`src/pkg/barc_defines.svh`:
```
// Timing and threshold-independent constants for the burst and restart control unit.
// Assumes a 40 MHz timebase clock; counts are derived from times in their own units.
`ifndef BARC_DEFINES_SVH
`define BARC_DEFINES_SVH

// ****************************************************************
// Clock rate
// ****************************************************************
`define BARC_CLK_HZ           40000000

// ****************************************************************
// Times as printed
// ****************************************************************
`define BARC_BLANK_MS         20
`define BARC_SPIKE_US         30
`define BARC_START_BLANK_MS   1

// ****************************************************************
// Derived cycle counts (integer division truncates; exact at 40 MHz)
// ****************************************************************
`define BARC_BLANK_CYC        ((`BARC_CLK_HZ / 1000) * `BARC_BLANK_MS)
`define BARC_SPIKE_CYC        ((`BARC_CLK_HZ / 1000000) * `BARC_SPIKE_US)
`define BARC_START_BLANK_CYC  ((`BARC_CLK_HZ / 1000) * `BARC_START_BLANK_MS)

// ****************************************************************
// Reset values
// ****************************************************************
`define BARC_RST_BIAS_ON      1'b1
`define BARC_RST_STARTUP_EN   1'b0

`endif

```
`src/pkg/barc_pkg.sv`:
```
// Types shared by the burst and restart control unit.
// Assumes barc_defines.svh supplies the numeric constants.
package barc_pkg;

    // Main operating states
    typedef enum logic [2:0] {
        BARC_NORMAL   = 3'b000,
        BARC_BURST    = 3'b001,
        BARC_SPIKE    = 3'b010,
        BARC_RESTART  = 3'b011,
        BARC_CHARGE   = 3'b100,
        BARC_SOFTSTRT = 3'b101
    } barc_state_type;

    // Blanking sequencer states for the extendable path
    typedef enum logic [1:0] {
        BARC_BK_IDLE  = 2'b00,
        BARC_BK_COUNT = 2'b01,
        BARC_BK_EXT   = 2'b10
    } barc_blank_type;

endpackage : barc_pkg

```
`src/verilog/barc_timer.sv`:
```
// Saturating cycle counter: counts while enabled, clears when not.
// Assumes synchronous enable from the control unit's own clock domain.
`timescale 1ns/1ps
`default_nettype none

module barc_timer
    import barc_pkg::*;
#(
    parameter int WIDTH = 20,
    parameter int LIMIT = 800000
)
(
    input  wire logic ref_clk_in,
    input  wire logic rst_n_in,
    input  wire logic run_in,
    output logic      done_out
);

    // ************************************************************
    // Elaboration check
    // ************************************************************
    if (LIMIT < 1 || LIMIT >= (1 << WIDTH))
    begin : g_bad
        $error("barc_timer: LIMIT does not fit WIDTH");
    end

    logic [WIDTH-1:0] count_r;

    // Count up while enabled, hold at limit; reset whenever run drops
    always_ff @(posedge ref_clk_in)
    begin
        if (!rst_n_in || !run_in)
            count_r <= '0;
        else if (count_r != LIMIT[WIDTH-1:0])
            count_r <= count_r + {{(WIDTH-1){1'b0}}, 1'b1};
    end

    // Done level once the full interval has elapsed
    always_ff @(posedge ref_clk_in)
    begin
        if (!rst_n_in || !run_in)
            done_out <= 1'b0;
        else
            done_out <= (count_r == LIMIT[WIDTH-1:0] - {{(WIDTH-1){1'b0}}, 1'b1}) || done_out;
    end

endmodule : barc_timer

`default_nettype wire

```
`src/verilog/barc_sync.sv`:
```
// Single-edge pulse detector for a comparator level already synchronous to the clock.
// Assumes inputs are taken as synchronous; one register stage gives the edge.
`timescale 1ns/1ps
`default_nettype none

module barc_sync
    import barc_pkg::*;
(
    input  wire logic ref_clk_in,
    input  wire logic rst_n_in,
    input  wire logic level_in,
    output logic      level_out,
    output logic      rise_out
);

    // Registered copy and rising edge of the level
    always_ff @(posedge ref_clk_in)
    begin
        if (!rst_n_in)
        begin
            level_out <= 1'b0;
            rise_out  <= 1'b0;
        end
        else
        begin
            level_out <= level_in;
            rise_out  <= level_in & ~level_out;
        end
    end

endmodule : barc_sync

`default_nettype wire

```
`src/verilog/barc_control.sv`:
```
// Burst-mode and auto-restart control unit of an off-line switching controller.
// Assumes comparator outputs and fault flags arrive synchronous to ref_clk_in.
//
// Overview of operation
// - Fixed 20 ms blanking precedes both burst entry and fault restart.
// - After 20 ms release capacitor clamp; restart gate opens at 4.0 V comparator.
// - Both restart gate inputs true, wait 30 us, then enter restart.
// - Burst uses basic blanking only; restart uses basic plus capacitor extension.
// - Counter zero normally, counts below 1.35 V, burst if still low at 20 ms.
// - Startup current source stays off throughout burst mode.
// - Burst entry sets burst flag and switches internal bias off.
// - In burst, feedback above 3.5 V restores bias and switching.
// - Burst selects the reduced 0.34 V current limit.
// - In burst, feedback down to 3.05 V switches bias off again.
// - Feedback above 4.0 V in burst leaves burst, full current limit.
// - Every listed fault leads to restart mode.
// - Only overload and open loop are blanked; other faults restart at once.
// - Restart stops switching, startup on at turn-off, off at turn-on, soft-start.
// - After soft-start recheck fault; restart again or resume normal.
// - Feedback above 4.0 V in normal starts counter, clamp released at 20 ms.
// - Soft-start re-runs at every restart attempt.
// - Capacitor node below 0.33 V requests restart, ignored in 1 ms start blank.
`timescale 1ns/1ps
`default_nettype none

`include "barc_defines.svh"

module barc_control
    import barc_pkg::*;
#(
    parameter int BLANK_CYC       = `BARC_BLANK_CYC,
    parameter int SPIKE_CYC       = `BARC_SPIKE_CYC,
    parameter int START_BLANK_CYC = `BARC_START_BLANK_CYC
)
(
    input  wire logic ref_clk_in,
    input  wire logic rst_n_in,
    input  wire logic feedback_low_comparator_in,   // Feedback below 1.35 V
    input  wire logic feedback_high_comparator_in,  // Feedback above 4.0 V
    input  wire logic burst_wake_comparator_in,     // Feedback above 3.5 V
    input  wire logic burst_sleep_comparator_in,    // Feedback at or below 3.05 V
    input  wire logic cap_node_high_comparator_in,  // Capacitor node reached 4.0 V
    input  wire logic restart_request_in,           // Capacitor node below 0.33 V
    input  wire logic supply_overvoltage_in,
    input  wire logic overtemperature_in,
    input  wire logic supply_undervoltage_in,       // Supply at turn-off level
    input  wire logic supply_turn_on_in,            // Supply reached turn-on level
    input  wire logic shorted_coupler_in,
    input  wire logic soft_start_done_in,           // Soft-start phase finished
    output logic      switching_enable_out,
    output logic      bias_on_out,
    output logic      burst_flag_out,
    output logic      reduced_limit_out,
    output logic      startup_source_on_out,
    output logic      clamp_release_switch_out,
    output logic      soft_start_run_out,
    output logic      restart_mode_out
);

    // ************************************************************
    // Elaboration checks
    // ************************************************************
    if (BLANK_CYC < 2 || SPIKE_CYC < 2 || START_BLANK_CYC < 2)
    begin : g_bad
        $error("barc_control: interval counts too small");
    end

    // ************************************************************
    // Sampled inputs and timers
    // ************************************************************
    barc_state_type state_r;
    barc_blank_type bk_r;
    logic           fb_high_s;
    logic           fb_high_rise;
    logic           burst_done;
    logic           blank_done;
    logic           spike_done;
    logic           start_blank_done;
    logic           restart_gate;
    logic           immediate_fault;
    logic           bk_run;
    logic           spike_run;
    logic           start_blank_run;

    // Registered feedback-high level; the rise marks a load jump
    barc_sync u_fb_high (
        .ref_clk_in (ref_clk_in),
        .rst_n_in   (rst_n_in),
        .level_in   (feedback_high_comparator_in),
        .level_out  (fb_high_s),
        .rise_out   (fb_high_rise)
    );

    // Burst-entry blanking runs only in normal mode while feedback stays low
    barc_timer #(.WIDTH(24), .LIMIT(BLANK_CYC)) u_burst_timer (
        .ref_clk_in (ref_clk_in),
        .rst_n_in   (rst_n_in),
        .run_in     (state_r == BARC_NORMAL && feedback_low_comparator_in),
        .done_out   (burst_done)
    );

    // Fault blanking counts while feedback stays high; it keeps running through the
    // spike wait, otherwise the restart gate would close the moment the wait begins
    assign bk_run = (state_r == BARC_NORMAL || state_r == BARC_SPIKE) && fb_high_s;
    barc_timer #(.WIDTH(24), .LIMIT(BLANK_CYC)) u_fault_timer (
        .ref_clk_in (ref_clk_in),
        .rst_n_in   (rst_n_in),
        .run_in     (bk_run),
        .done_out   (blank_done)
    );

    // Restart gate needs blanking done and the capacitor node at 4.0 V
    assign restart_gate = blank_done && cap_node_high_comparator_in;
    assign spike_run    = (state_r == BARC_SPIKE) && restart_gate;
    barc_timer #(.WIDTH(12), .LIMIT(SPIKE_CYC)) u_spike_timer (
        .ref_clk_in (ref_clk_in),
        .rst_n_in   (rst_n_in),
        .run_in     (spike_run),
        .done_out   (spike_done)
    );

    // External request is blanked for 1 ms after each switching start
    assign start_blank_run = switching_enable_out;
    barc_timer #(.WIDTH(24), .LIMIT(START_BLANK_CYC)) u_start_blank (
        .ref_clk_in (ref_clk_in),
        .rst_n_in   (rst_n_in),
        .run_in     (start_blank_run),
        .done_out   (start_blank_done)
    );

    // Faults that bypass the extendable blanking
    assign immediate_fault = supply_overvoltage_in || overtemperature_in || supply_undervoltage_in
                          || shorted_coupler_in || (restart_request_in && start_blank_done);

    // ************************************************************
    // Clamp release sequencing
    // ************************************************************
    // Clamp stays closed until the fixed interval has run out
    always_ff @(posedge ref_clk_in)
    begin
        if (!rst_n_in)
            bk_r <= BARC_BK_IDLE;
        else
        begin
            case (bk_r)
                BARC_BK_IDLE:  bk_r <= bk_run ? BARC_BK_COUNT : BARC_BK_IDLE;
                BARC_BK_COUNT: bk_r <= !bk_run ? BARC_BK_IDLE : (blank_done ? BARC_BK_EXT : BARC_BK_COUNT);
                BARC_BK_EXT:   bk_r <= (state_r == BARC_NORMAL || state_r == BARC_SPIKE) && fb_high_s
                                       ? BARC_BK_EXT : BARC_BK_IDLE;
                default:       bk_r <= BARC_BK_IDLE;
            endcase
        end
    end

    // Clamp release switch output from a flip-flop
    always_ff @(posedge ref_clk_in)
    begin
        if (!rst_n_in)
            clamp_release_switch_out <= 1'b0;
        else
            clamp_release_switch_out <= blank_done && fb_high_s;
    end

    // ************************************************************
    // Main state machine
    // ************************************************************
    // Normal, burst, restart and soft-start sequencing; faults beat everything
    always_ff @(posedge ref_clk_in)
    begin
        if (!rst_n_in)
            state_r <= BARC_SOFTSTRT;
        else
        begin
            case (state_r)
                BARC_NORMAL:
                    if (immediate_fault)
                        state_r <= BARC_RESTART;
                    else if (blank_done)
                        state_r <= BARC_SPIKE;
                    else if (burst_done && feedback_low_comparator_in)
                        state_r <= BARC_BURST;
                BARC_BURST:
                    if (immediate_fault)
                        state_r <= BARC_RESTART;
                    else if (fb_high_rise)
                        state_r <= BARC_NORMAL;
                BARC_SPIKE:
                    if (immediate_fault)
                        state_r <= BARC_RESTART;
                    else if (!fb_high_s)
                        state_r <= BARC_NORMAL; // Overload cleared before the spike wait ran out
                    else if (spike_done)
                        state_r <= BARC_RESTART;
                BARC_RESTART:
                    if (supply_undervoltage_in)
                        state_r <= BARC_CHARGE;
                BARC_CHARGE:
                    if (supply_turn_on_in)
                        state_r <= BARC_SOFTSTRT;
                BARC_SOFTSTRT:
                    if (immediate_fault)
                        state_r <= BARC_RESTART;
                    else if (soft_start_done_in)
                        state_r <= (fb_high_s || immediate_fault) ? BARC_RESTART : BARC_NORMAL;
                default:
                    state_r <= BARC_RESTART;
            endcase
        end
    end

    // ************************************************************
    // Burst bias hysteresis
    // ************************************************************
    // Bias off on burst entry, on above 3.5 V, off again at 3.05 V
    always_ff @(posedge ref_clk_in)
    begin
        if (!rst_n_in)
            bias_on_out <= `BARC_RST_BIAS_ON;
        else if (state_r == BARC_NORMAL && burst_done && feedback_low_comparator_in && !immediate_fault
                 && !blank_done)
            bias_on_out <= 1'b0;
        else if (state_r == BARC_BURST)
        begin
            if (fb_high_rise || burst_wake_comparator_in)
                bias_on_out <= 1'b1;
            else if (burst_sleep_comparator_in)
                bias_on_out <= 1'b0;
        end
        else
            bias_on_out <= 1'b1;
    end

    // ************************************************************
    // Registered mode outputs
    // ************************************************************
    // Burst flag and reduced current limit follow the burst state
    always_ff @(posedge ref_clk_in)
    begin
        if (!rst_n_in)
        begin
            burst_flag_out    <= 1'b0;
            reduced_limit_out <= 1'b0;
        end
        else
        begin
            burst_flag_out    <= (state_r == BARC_BURST);
            reduced_limit_out <= (state_r == BARC_BURST);
        end
    end

    // Startup source only charges the supply in restart; never in burst
    always_ff @(posedge ref_clk_in)
    begin
        if (!rst_n_in)
            startup_source_on_out <= `BARC_RST_STARTUP_EN;
        else
            startup_source_on_out <= (state_r == BARC_CHARGE);
    end

    // Switching stops in restart and charge; in burst it follows bias
    always_ff @(posedge ref_clk_in)
    begin
        if (!rst_n_in)
        begin
            switching_enable_out <= 1'b0;
            soft_start_run_out   <= 1'b0;
            restart_mode_out     <= 1'b0;
        end
        else
        begin
            switching_enable_out <= (state_r == BARC_NORMAL) || (state_r == BARC_SPIKE)
                                 || (state_r == BARC_SOFTSTRT) || (state_r == BARC_BURST && bias_on_out);
            soft_start_run_out   <= (state_r == BARC_SOFTSTRT);
            restart_mode_out     <= (state_r == BARC_RESTART) || (state_r == BARC_CHARGE);
        end
    end
endmodule : barc_control

`default_nettype wire

```
`config.mk`:
```
export PLATFORM = sky130hd
export DESIGN_NAME = barc_control
export DESIGN_NICKNAME = d
export VERILOG_FILES = /design/src/pkg/barc_pkg.sv /design/src/verilog/barc_timer.sv /design/src/verilog/barc_sync.sv /design/src/verilog/barc_control.sv
export VERILOG_INCLUDE_DIRS = /design/src /design/src/pkg
export SDC_FILE = /design/constraint.sdc
export NUM_CORES = 1
export LEC_CHECK = 0
export BUFFER_PORTS_ARGS = -buffer_cell sky130_fd_sc_hd__buf_4
export CORE_MARGIN = 1.5
export CORE_UTILIZATION = 60
export DETAILED_ROUTE_END_ITERATION = 12
export PLACE_DENSITY = 0.85
export SETUP_SLACK_MARGIN = 0.2
export SYNTH_ARGS = -nofsm -noshare
export SYNTH_HDL_FRONTEND = slang
export SYNTH_HIERARCHICAL = 1
export SYNTH_SLANG_ARGS = --single-unit
```
`constraint.sdc`:
```
create_clock -name ref_clk_in -period 4.05 [get_ports ref_clk_in]
set_input_delay 0.2025 -clock ref_clk_in [delete_from_list [all_inputs] [get_ports ref_clk_in]]
set_output_delay 0.2025 -clock ref_clk_in [all_outputs]
set_load 0.05 [all_outputs]
```
---- Yosys cells after proc, flatten, opt, wreduce, memory -nomap -nowiden ----
Index checks and enable logic that the tools add are counted.
operators by class
  reductions and logical operators ........ 39
  equal/unequal tests ..................... 20
  multiplexer cells ....................... 18
  add/sub/neg operators ................... 4
  bitwise logic cells ..................... 2
operator list
  kind                                                                count
  24-bit by 1-bit adder with 24-bit output (second input constant)    3
  24-bit by 20-bit == test with 1-bit output (second input constant)  2
  24-bit by 20-bit != test with 1-bit output (second input constant)  2
  3-bit 2-to-1 mux                                                    12
  24-bit by 16-bit == test with 1-bit output (second input constant)  1
  24-bit by 16-bit != test with 1-bit output (second input constant)  1
  1-bit logical OR                                                    18
  3-bit one-hot mux with 6 select lines                               1
  12-bit by 1-bit adder with 12-bit output (second input constant)    1
  12-bit by 11-bit == test with 1-bit output (second input constant)  1
  1-bit logical AND                                                   12
  12-bit by 11-bit != test with 1-bit output (second input constant)  1
  4-bit by 3-bit != test with 1-bit output (second input constant)    2
  1-bit logical NOT                                                   7
  3-bit by 2-bit == test with 1-bit output (second input constant)    2
  3-bit == test (second input constant)                               2
  6-bit AND reduction                                                 1
  1-bit 2-to-1 mux                                                    4
  2-bit != test (second input constant)                               2
  4-bit by 2-bit != test with 1-bit output (second input constant)    1
  3-bit by 1-bit == test with 1-bit output (second input constant)    1
  3-bit logical NOT                                                   1
  3-bit by 2-bit != test with 1-bit output (second input constant)    1
  3-bit != test (second input constant)                               1
  3 further kinds                                                     3
storage, ports and cells
  logic and storage cells ................. 101
  input bits .............................. 14
  flip-flop bits (word level) ............. 100
  output and inout bits ................... 8

---- Longest topological paths before layout ----
Gate-level depths: netlist of the first run.
  depth after elaboration ................. 9
  gate-level depth with buffers ........... 8
  gate-level depth less buffers ........... 6

---- Cells and area by module ----
The synthesis of the first run kept the hierarchy.
modules (own cells, without submodules)
  module                           seq. area each (um^2)  area an instance (um^2)  cells each  times used
  barc_timer at u_burst_timer ...  500.5                  1257.5                   149         2
  barc_timer at u_start_blank      500.5                  1242.4                   141         1
  barc_timer at u_spike_timer      260.2                  639.4                    70          1
  barc_control                     200.2                  621.8                    73          1
  barc_sync                        40.0                   55.1                     4           1

---- Worst setup path after synthesis of the first run ----
OpenSTA, ideal clock, no wires.
  path kind ............................... reg2reg
  start point ............................. register u_burst_timer.count_r[1]
  end point ............................... register u_burst_timer.count_r[20]
  required time ........................... 3.980 ns
  cell stages (with the launch flop) ...... 7
  setup time .............................. 0.070 ns
  slack ................................... 2.189 ns
  period minus slack after synthesis ...... 1.861 ns
  buffers on the path ..................... 1
  data arrival time ....................... 1.791 ns
  cells stage by stage .................... dfxtp_1 ha_1 nand2_1 or3_1 buf_2 or4_1 a21oi_1
between the ends
  longest elaborated chain between the ends .. 1
  elaborated cells between the ends (all ways) .. 2
  classes of those cells .................. add/sub: 1; eq/ne: 1
RTL lines
  what                                                                                                    RTL line                            text
  start: declaration                                                                                      barc_timer.sv:27                    logic [WIDTH-1:0] count_r;
  start signal: assignment                                                                                barc_timer.sv:35                    count_r <= count_r + {{(WIDTH-1){1'b0}}, 1'b1};
  24-bit by 1-bit adder with 24-bit output or 24-bit by 20-bit != test with 1-bit output (tied branches)  barc_timer.sv:35, barc_timer.sv:34
Parallel ways exist; a longest one is shown, timed or not.
A chain may end at the register's enable or synchronous reset.

---- Worst setup path in the final report of the first run ----
  start point ............................. register state_r[0]
  end point ............................... register u_fault_timer.count_r[18]
between the ends
  longest elaborated chain between the ends .. 5
  elaborated cells between the ends (all ways) .. 6
  classes of those cells .................. eq/ne: 1; reduce/logical: 5
RTL lines
  what                                                                           RTL line             text
  start: declaration                                                             barc_control.sv:71   barc_state_type state_r;
  start signal: assignment                                                       barc_control.sv:204  state_r <= (fb_high_s || immediate_fault) ? BARC_RESTART : BARC_NORMAL;
  3-bit by 2-bit == test with 1-bit output or 3-bit logical NOT (tied branches)  barc_control.sv:104  assign bk_run = (state_r == BARC_NORMAL || state_r == BARC_SPIKE) && fb_high_s;
  1-bit logical OR *                                                             barc_control.sv:104
  1-bit logical AND *                                                            -
  via bk_run                                                                     barc_control.sv:81   logic bk_run;
  1-bit logical NOT *                                                            barc_timer.sv:32     if (!rst_n_in || !run_in)
  1-bit logical OR *                                                             barc_timer.sv:32
  end signal: assignment                                                         barc_timer.sv:35
  end: declaration                                                               barc_timer.sv:27
Mark *: on every way through the listed nets, which the timed path passes. The rest lies on a longest branch.

==> impl_metrics.ini, run 1 <==
[synth]
adder_cell_share_of_the_synthesized_area = 0.0197
synthesis.area_um2 = 5070
synth_simple_gate_area_frac = 0.334
yosysWarnings = 6
synth.mux.area_fraction = 0.00395
synth_top_cells_by_area = sky130_fd_sc_hd__dfxtp_1 (39%), sky130_fd_sc_hd__a21oi_1 (4.4%), sky130_fd_sc_hd__xor2_1 (3.8%), sky130_fd_sc_hd__nand3_1 (3.6%), sky130_fd_sc_hd__o31ai_1 (3.4%)
synth_cells = 586
post_synth_xor_area_fraction = 0.0552
synth-seq-cells = 100
synth-compound-area-share = 0.146
cell_taking_the_most_area_after_synthesis = sky130_fd_sc_hd__dfxtp_1
synth_top_area_share = 0.395
syn-mean-instance-area_um2 = 8.66
yosys-top-cells-count = sky130_fd_sc_hd__dfxtp_1 (100), sky130_fd_sc_hd__a21oi_1 (45), sky130_fd_sc_hd__nand2_1 (44), sky130_fd_sc_hd__nor2_1 (43), sky130_fd_sc_hd__nand3_1 (36)
ys_types = 63
synth_net_count = 608
dominant_combinational_cell_family_by_area_after_synthesis = simple AND/OR/NAND/NOR gates
synth-seq-area-share = 0.395
ys_async_sr_fraction = 0
synth.most_common_cell = sky130_fd_sc_hd__dfxtp_1
ys.flop_type = sky130_fd_sc_hd__dfxtp_1
synth_edf_count = 0

[cts]
post_cts_resize_count = 0
cts_tree = done
cts.clk_slew.worst_paths_ns = 0.09
cts_hold_repair_buffers = 0
cts-root-to-sink-buffers = 2
clkLatencyLatePin_ns = 0.36
cts_sinks = 100
htreeDepth = 3
clock_tree.root_cell = sky130_fd_sc_hd__clkbuf_8
cts-buffers-inserted = 9
postCtsSetupRepairBufs = 0

[floorplanning]
die-width_um = 95.0
total_die_area_um2 = 9020
die_h_um = 95.0
ioPinCount = 22
starting_density_of_the_core = 0.617
core_um2 = 8220
floorplan.rows = 33

[hold_path]
timing.hold.worst.class = in2reg
hold-path-endpoint = u_fb_high/level_out$_SDFF_PN0_
hold_path_startpoint = feedback_high_comparator_in
holdPathStages = 2

[power_and_ir_drop]
power_switching_mw = 0.480
power.share.combinational = 0.092
power.share.switching = 0.262
clkPwrFrac = 0.337
internal_cell_power_mw = 1.35
power.share.sequential = 0.571
cellLeakagePower_nw = 1.70
power-per-cell-area_nw_per_um2 = 339
vdd.ir_drop.worst_mv = 0.191

[cells_and_area]
finalNetCount = 617
drive_gt1_frac = 0.105
synthToLayoutAreaGrowth_pct = 6.24
post_layout_inst_area_um2 = 5390
num_antenna_cells = 0

[grt]
groute.layer.met2.usage = 0.423
grt_pass1_wl_um = 17900
grtUsageTotal = 0.249
use_met1 = 0.310
grtUsageMet3 = 0.0507
antenna_found_initial = 0
grt_pass1_vias = 4032
globalRoute.busiestLayer = met2
grt_start_max_net_pins = 26
overflow = 0

[critical_path]
reg2reg_slack_ns = 1.96
required_time_of_the_critical_path_ns = 4.31
worst-setup-path-type = reg2reg
worstSetupStartpointType = flop
rr_worst_depth = 5
path_max_fanout = 24
reg2reg_to = u_fault_timer/count_r[18]$_SDFFE_PP0P_
critPathArrivalTime_ns = 2.35
rr_startpoint = state_r[0]$_SDFFE_PN1P_
crit_path_end_kind = flop

[place]
hpwlAfterDp_um = 7520
finalWeightedCongestion = 0.907
dpl_cell_area_um2 = 5200
numPortBuffers = 21

[route]
routed_wl_um = 10800
routedWlPerCell_um = 15.3
drt-initial-drc-count = 261
route.detailed.vias_per_inst = 6.25
detailedRoute.firstPassIterationCount = 4
postRouteAntennaNets = 0
drt_drc_violations_left = 0
detailroute.via_count = 4405

[timing]
fin_crit_share = 0.516
worst_slew_margin_rel = 0.431
finalWorstPathRequiredPeriod_ns = 2.09
finalSetupViolations = 0
grt_setup_unrepaired = false
hold_viol = 0
max_slew.worst_pin.slew_ns = 0.851
final_max_slew_viol_count = 0
clock.fmax_mhz = 478
finClkSkew_ns = 0.00608
total_neg_setup_slack_ns = 0

[job]
max_cap_violations = 0

[outcome]
outcome = complete, no violations
## how the worst max path moves through the flow
stage	start	endpoint	slack, ns	depth (start not counted)
final	state_r[0]$_SDFFE_PN1P_	u_fault_timer/count_r[18]$_SDFFE_PP0P_	1.96	5
after global routing	state_r[0]$_SDFFE_PN1P_	u_fault_timer/count_r[18]$_SDFFE_PP0P_	1.85	5
after floorplan	u_burst_timer/count_r[1]$_SDFFE_PP0P_	u_burst_timer/count_r[20]$_SDFFE_PP0P_	2.19	6
after detailed placement	state_r[0]$_SDFFE_PN1P_	u_fault_timer/count_r[18]$_SDFFE_PP0P_	2.04	5
after global placement	state_r[0]$_SDFFE_PN1P_	u_fault_timer/count_r[16]$_SDFFE_PP0P_	2.13	5
after CTS	u_fault_timer/count_r[0]$_SDFFE_PP0P_	u_fault_timer/count_r[22]$_SDFFE_PP0P_	2.01	5
## power by group through the flow
stage	logic (mW)	clock network, mW	registers (mW)
2_1_floorplan	0.117	0	1.07
3_5_place_dp	0.168	0	1.07
4_1_cts	0.168	0.635	1.04
5_1_grt	0.182	0.673	1.05
6_report	0.169	0.616	1.04
3_3_place_gp	0.162	0	1.06
## registers in the layout, indices dropped and copies added (netlist names), 3 cells and up
register / flops
u_burst_timer/count_r: 24
u_fault_timer/count_r: 24
u_start_blank/count_r: 24
u_spike_timer/count_r: 12
state_r: 3
## critical path, stage by stage (launching register included)
cell and delay, ns:
sky130_fd_sc_hd__dfxtp_1 0.69, sky130_fd_sc_hd__inv_2 0.14, sky130_fd_sc_hd__and3_1 0.21, sky130_fd_sc_hd__nand2_1 0.60
sky130_fd_sc_hd__nor2_1 0.07, sky130_fd_sc_hd__a41o_1 0.27
## logic make-up (layout without fill, tap and decap cells)
kind of cell,after synthesis,count (layout)
AND/OR/NAND/NOR,282,282
AO/OA/AOI/OAI,118,118
flip-flops,100,100
buffers and inverters,44,58
XOR/XNOR,32,32
adder cells (fa/ha/maj),8,8
multiplexers,2,2
## stage by stage
stage | hold WS, ns | util | setup WS (ns) | power (mW) | instances
6_report | 0.0594 | 0.656 | 1.96 | 1.83 | 705
3_3_place_gp | 0.423 | 0.633 | 2.13 | 1.22 | 689
5_1_grt | 0.0456 | 0.656 | 1.85 | 1.90 | 705
4_1_cts | 0.0376 | 0.656 | 2.01 | 1.85 | 705
3_5_place_dp | 0.428 | 0.633 | 2.04 | 1.23 | 689
2_1_floorplan | 0.324 | - | 2.19 | 1.19 | 586
## cell usage in the layout (no fill, tap or decap), types with 6 or more instances in the layout
cell type,n
sky130_fd_sc_hd__dfxtp_1,100
sky130_fd_sc_hd__a21oi_1,45
sky130_fd_sc_hd__nand2_1,44
sky130_fd_sc_hd__nor2_1,43
sky130_fd_sc_hd__nand3_1,36
sky130_fd_sc_hd__or4_1,23
sky130_fd_sc_hd__o31ai_1,23
sky130_fd_sc_hd__nand4_1,22
sky130_fd_sc_hd__xor2_1,22
sky130_fd_sc_hd__buf_4,21
sky130_fd_sc_hd__inv_1,20
sky130_fd_sc_hd__o21ai_0,20
sky130_fd_sc_hd__nor4_1,17
sky130_fd_sc_hd__nor3_1,14
sky130_fd_sc_hd__or3_1,14
sky130_fd_sc_hd__and3_1,11
sky130_fd_sc_hd__xnor2_1,10
sky130_fd_sc_hd__and4_1,10
sky130_fd_sc_hd__clkbuf_8,9
sky130_fd_sc_hd__ha_1,8
sky130_fd_sc_hd__a31oi_1,6
## metal layers
| metal | vias to the layer above | part of all wire |
|---|---|---|
| met2 | 91 | 0.47 |
| met3 | 19 | 0.041 |
| met5 | - | 0 |
| met4 | 0 | 0.020 |
| li1 | 2215 | - |
| met1 | 2080 | 0.47 |
## cell type report
type,instances,area [um2]
fillers,706,2830
well taps,105,131
flip-flops and latches,100,2000
inverters,21,78.8
multi-input cells,442,2840
clock buffers,12,135
clock inverters,4,50.0
repair buffers,21,158
(Power assumes the default switching activity.)
==> run 2: changes to the inputs <==
Settings changed: ABC_AREA from default to 1.
Clock period 4.05 ns to 2 ns, I/O delays scaled along.
==> run 2 against run 1 <==
  * Non-clock buffer count rose by 6
  * Clock power rose by 140%
  * Combinational power rose to 4.0 times the previous value
  * Sequential power rose by 110%
  * Clock skew rose by 0.0051 ns
==> impl_metrics.ini, run 2 <==
[synth]
synthesis.area_um2 = 5420
synth_top_cells_by_area = sky130_fd_sc_hd__dfxtp_1 (37%), sky130_fd_sc_hd__nand2_1 (14%), sky130_fd_sc_hd__nor2_1 (12%), sky130_fd_sc_hd__inv_1 (6.2%), sky130_fd_sc_hd__a21oi_1 (5.4%)
ys.flop_type = sky130_fd_sc_hd__dfxtp_1
cell_taking_the_most_area_after_synthesis = sky130_fd_sc_hd__dfxtp_1
synth_net_count = 852
yosysWarnings = 6
synth_top_area_share = 0.369
yosys-top-cells-count = sky130_fd_sc_hd__nand2_1 (200), sky130_fd_sc_hd__nor2_1 (176), sky130_fd_sc_hd__dfxtp_1 (100), sky130_fd_sc_hd__inv_1 (90), sky130_fd_sc_hd__a21oi_1 (58)
ys_types = 36
synth_simple_gate_area_frac = 0.431
adder_cell_share_of_the_synthesized_area = 0.0185
synth-seq-area-share = 0.369
synth_cells = 830
synth.most_common_cell = sky130_fd_sc_hd__nand2_1
dominant_combinational_cell_family_by_area_after_synthesis = simple AND/OR/NAND/NOR gates
synth-compound-area-share = 0.0907
post_synth_xor_area_fraction = 0.0145
synth.mux.area_fraction = 0
syn-mean-instance-area_um2 = 6.53
ys_async_sr_fraction = 0
synth_edf_count = 0
synth-seq-cells = 100

[route]
drt_drc_violations_left = 0
routedWlPerCell_um = 11.6
routed_wl_um = 11300
postRouteAntennaNets = 0
drt-initial-drc-count = 225
route.detailed.vias_per_inst = 5.20
detailroute.via_count = 5059
detailedRoute.firstPassIterationCount = 5

[critical_path]
path_max_fanout = 20
crit_path_end_kind = flop
crit_top_cell = sky130_fd_sc_hd__inv_1
worstPathCellList = nor2_2, inv_1, nor2_1, nand2_1, inv_1, buf_4, o21ai_0, a21oi_1
cp_top_family = flip-flops
critPathMaxStageDelay_ns = 0.44
max_stage_delay_cell_worst_path = sky130_fd_sc_hd__dfxtp_1
critPathArrivalTime_ns = 1.90
worstSetupStartpointType = flop
required_time_of_the_critical_path_ns = 2.30
worst-path-buf-inv = 3
worst-setup-path-type = reg2reg

[timing]
fin_crit_share = 0.799
finalWorstPathRequiredPeriod_ns = 1.60
final_max_slew_viol_count = 0
max_slew.worst_pin.slew_ns = 0.430
hold_viol = 0
finClkSkew_ns = 0.0112
finalSetupViolations = 0
worst_slew_margin_rel = 0.713
total_neg_setup_slack_ns = 0
clock.fmax_mhz = 625
grt_setup_unrepaired = false

[power_and_ir_drop]
total_power_mw = 4.31
vdd.ir_drop.worst_mv = 0.427
power-per-cell-area_nw_per_um2 = 725
cellLeakagePower_nw = 2.13

[place]
hpwlAfterDp_um = 8500
finalWeightedCongestion = 0.904
numPortBuffers = 21

[cells_and_area]
mostFrequentLayoutCell = sky130_fd_sc_hd__nand2_1
num_antenna_cells = 0
finalNetCount = 881
drive_gt1_frac = 0.111
top_regs = u_burst_timer/count_r x24, u_fault_timer/count_r x24, u_start_blank/count_r x24
num-fill-cells = 742
most-common-layout-cells = sky130_fd_sc_hd__nand2_1 (200), sky130_fd_sc_hd__nor2_1 (175), sky130_fd_sc_hd__dfxtp_1 (100)
synthToLayoutAreaGrowth_pct = 9.64
sequential_cell_area_um2 = 2000
multi_input_comb_area_um2 = 3010

[floorplanning]
starting_density_of_the_core = 0.622
core_um2 = 8720
die_h_um = 98.1
die-width_um = 98.1
floorplan.rows = 34
total_die_area_um2 = 9620
ioPinCount = 22

[cts]
clock_tree.root_cell = sky130_fd_sc_hd__clkbuf_8
postCtsSetupRepairBufs = 0
cts_sinks = 100
cts.clk_slew.worst_paths_ns = 0.10
htreeDepth = 3
cts-buffers-inserted = 9
cts_tree = done
clkLatencyLatePin_ns = 0.37
cts-root-to-sink-buffers = 2

[outcome]
outcome = complete, no violations

[grt]
grt_pass1_vias = 4654
grt_pass1_wl_um = 19600
grt_start_max_net_pins = 21
antenna_found_initial = 0
overflow = 0
grtUsageTotal = 0.243

[hold_path]
timing.hold.worst.class = in2reg

[job]
max_cap_violations = 0
## run 2: cell types whose count changed in the layout (fill, tap and decap cells not counted), moves of 11 or more
cell and change:
sky130_fd_sc_hd__inv_1 +70, sky130_fd_sc_hd__nor2_1 +132, sky130_fd_sc_hd__nor4_1 -15, sky130_fd_sc_hd__nor2_2 +17, sky130_fd_sc_hd__o31ai_1 -23, sky130_fd_sc_hd__nand3_1 +20, sky130_fd_sc_hd__xor2_1 -18, sky130_fd_sc_hd__nand2_1 +156
sky130_fd_sc_hd__nand4_1 -14, sky130_fd_sc_hd__or4_1 -23, sky130_fd_sc_hd__o21ai_0 +12, sky130_fd_sc_hd__or3_1 -14, sky130_fd_sc_hd__a21oi_1 +13, sky130_fd_sc_hd__and3_1 -11
## run 2: power by group
part	internal, mW	switching, mW	total (mW)
registers	2.06	0.102	2.16
logic	0.232	0.441	0.674
clock network	0.728	0.751	1.48
## run 2: cells by family after synthesis
kind of cell	after synthesis
XOR/XNOR	9
adder cells (fa/ha/maj)	8
AND/OR/NAND/NOR	512
AO/OA/AOI/OAI	96
flip-flops	100
buffers and inverters	105
## run 2: worst register-to-register path, delay by kind of cell, from the launching register on
family | cells | cell delay [ns]
AND/OR/NAND/NOR | 3 | 0.44
AO/OA/AOI/OAI | 2 | 0.26
flip-flops | 1 | 0.44
buffers and inverters | 3 | 0.39
## run 2: area by class of cell
| type | count | share of cell area |
|---|---|---|
| Tap cell | 108 | 0.0227 |
| Multi-Input combinational cell | 625 | 0.506 |
| Clock buffer | 9 | 0.0208 |
| Timing Repair Buffer | 27 | 0.0354 |
| Clock inverter | 7 | 0.0175 |
| Inverter | 96 | 0.0608 |
| Sequential cell | 100 | 0.337 |
## run 2: path summary, 6_finish.rpt
kind / startpoint / slack [ns] / cells past startpoint / endpoint
setup reg to reg: state_r[2]$_SDFFE_PN1P_ / 0.40 / 8 / u_fault_timer/count_r[8]$_SDFFE_PP0P_
setup / recovery: state_r[2]$_SDFFE_PN1P_ / 0.40 / 8 / u_fault_timer/count_r[8]$_SDFFE_PP0P_
hold / removal: burst_sleep_comparator_in / 0.09 / 4 / bias_on_out$_SDFFE_PN1P_
hold reg to reg: u_start_blank/done_out$_SDFF_PP0_ / 0.46 / 2 / u_start_blank/done_out$_SDFF_PP0_
## run 2: repair_timing
item	4_1_cts	5_1_grt
hold buffers	3	0
hold endpoints to repair	5	0
gates resized for setup	0	1
setup endpoints to repair	0	1
## run 2: metal layers
metal / vias up / GRT usage / wire, um / share of wire
li1: 2684 / - / - / -
met1: 2260 / 0.311 / 5360 / 0.48
met2: 103 / 0.420 / 5340 / 0.47
met3: 12 / 0.0422 / 478 / 0.042
met4: 0 / 0.0736 / 105 / 0.0093
met5: - / 0 / 0 / 0
## run 2: per-stage QoR
stage          std cells   util  instance area (um2)  hold slack [ns]  setup slack, ns
3_5_place_dp         953  0.652                 5690            0.320            0.444
6_report             972  0.682                 5950           0.0886            0.401
5_1_grt              972  0.682                 5950            0.167            0.227
2_1_floorplan        830      -                 5420            0.176            0.580
3_3_place_gp         953  0.652                 5690            0.314            0.502
4_1_cts              972  0.681                 5940           0.0826            0.396
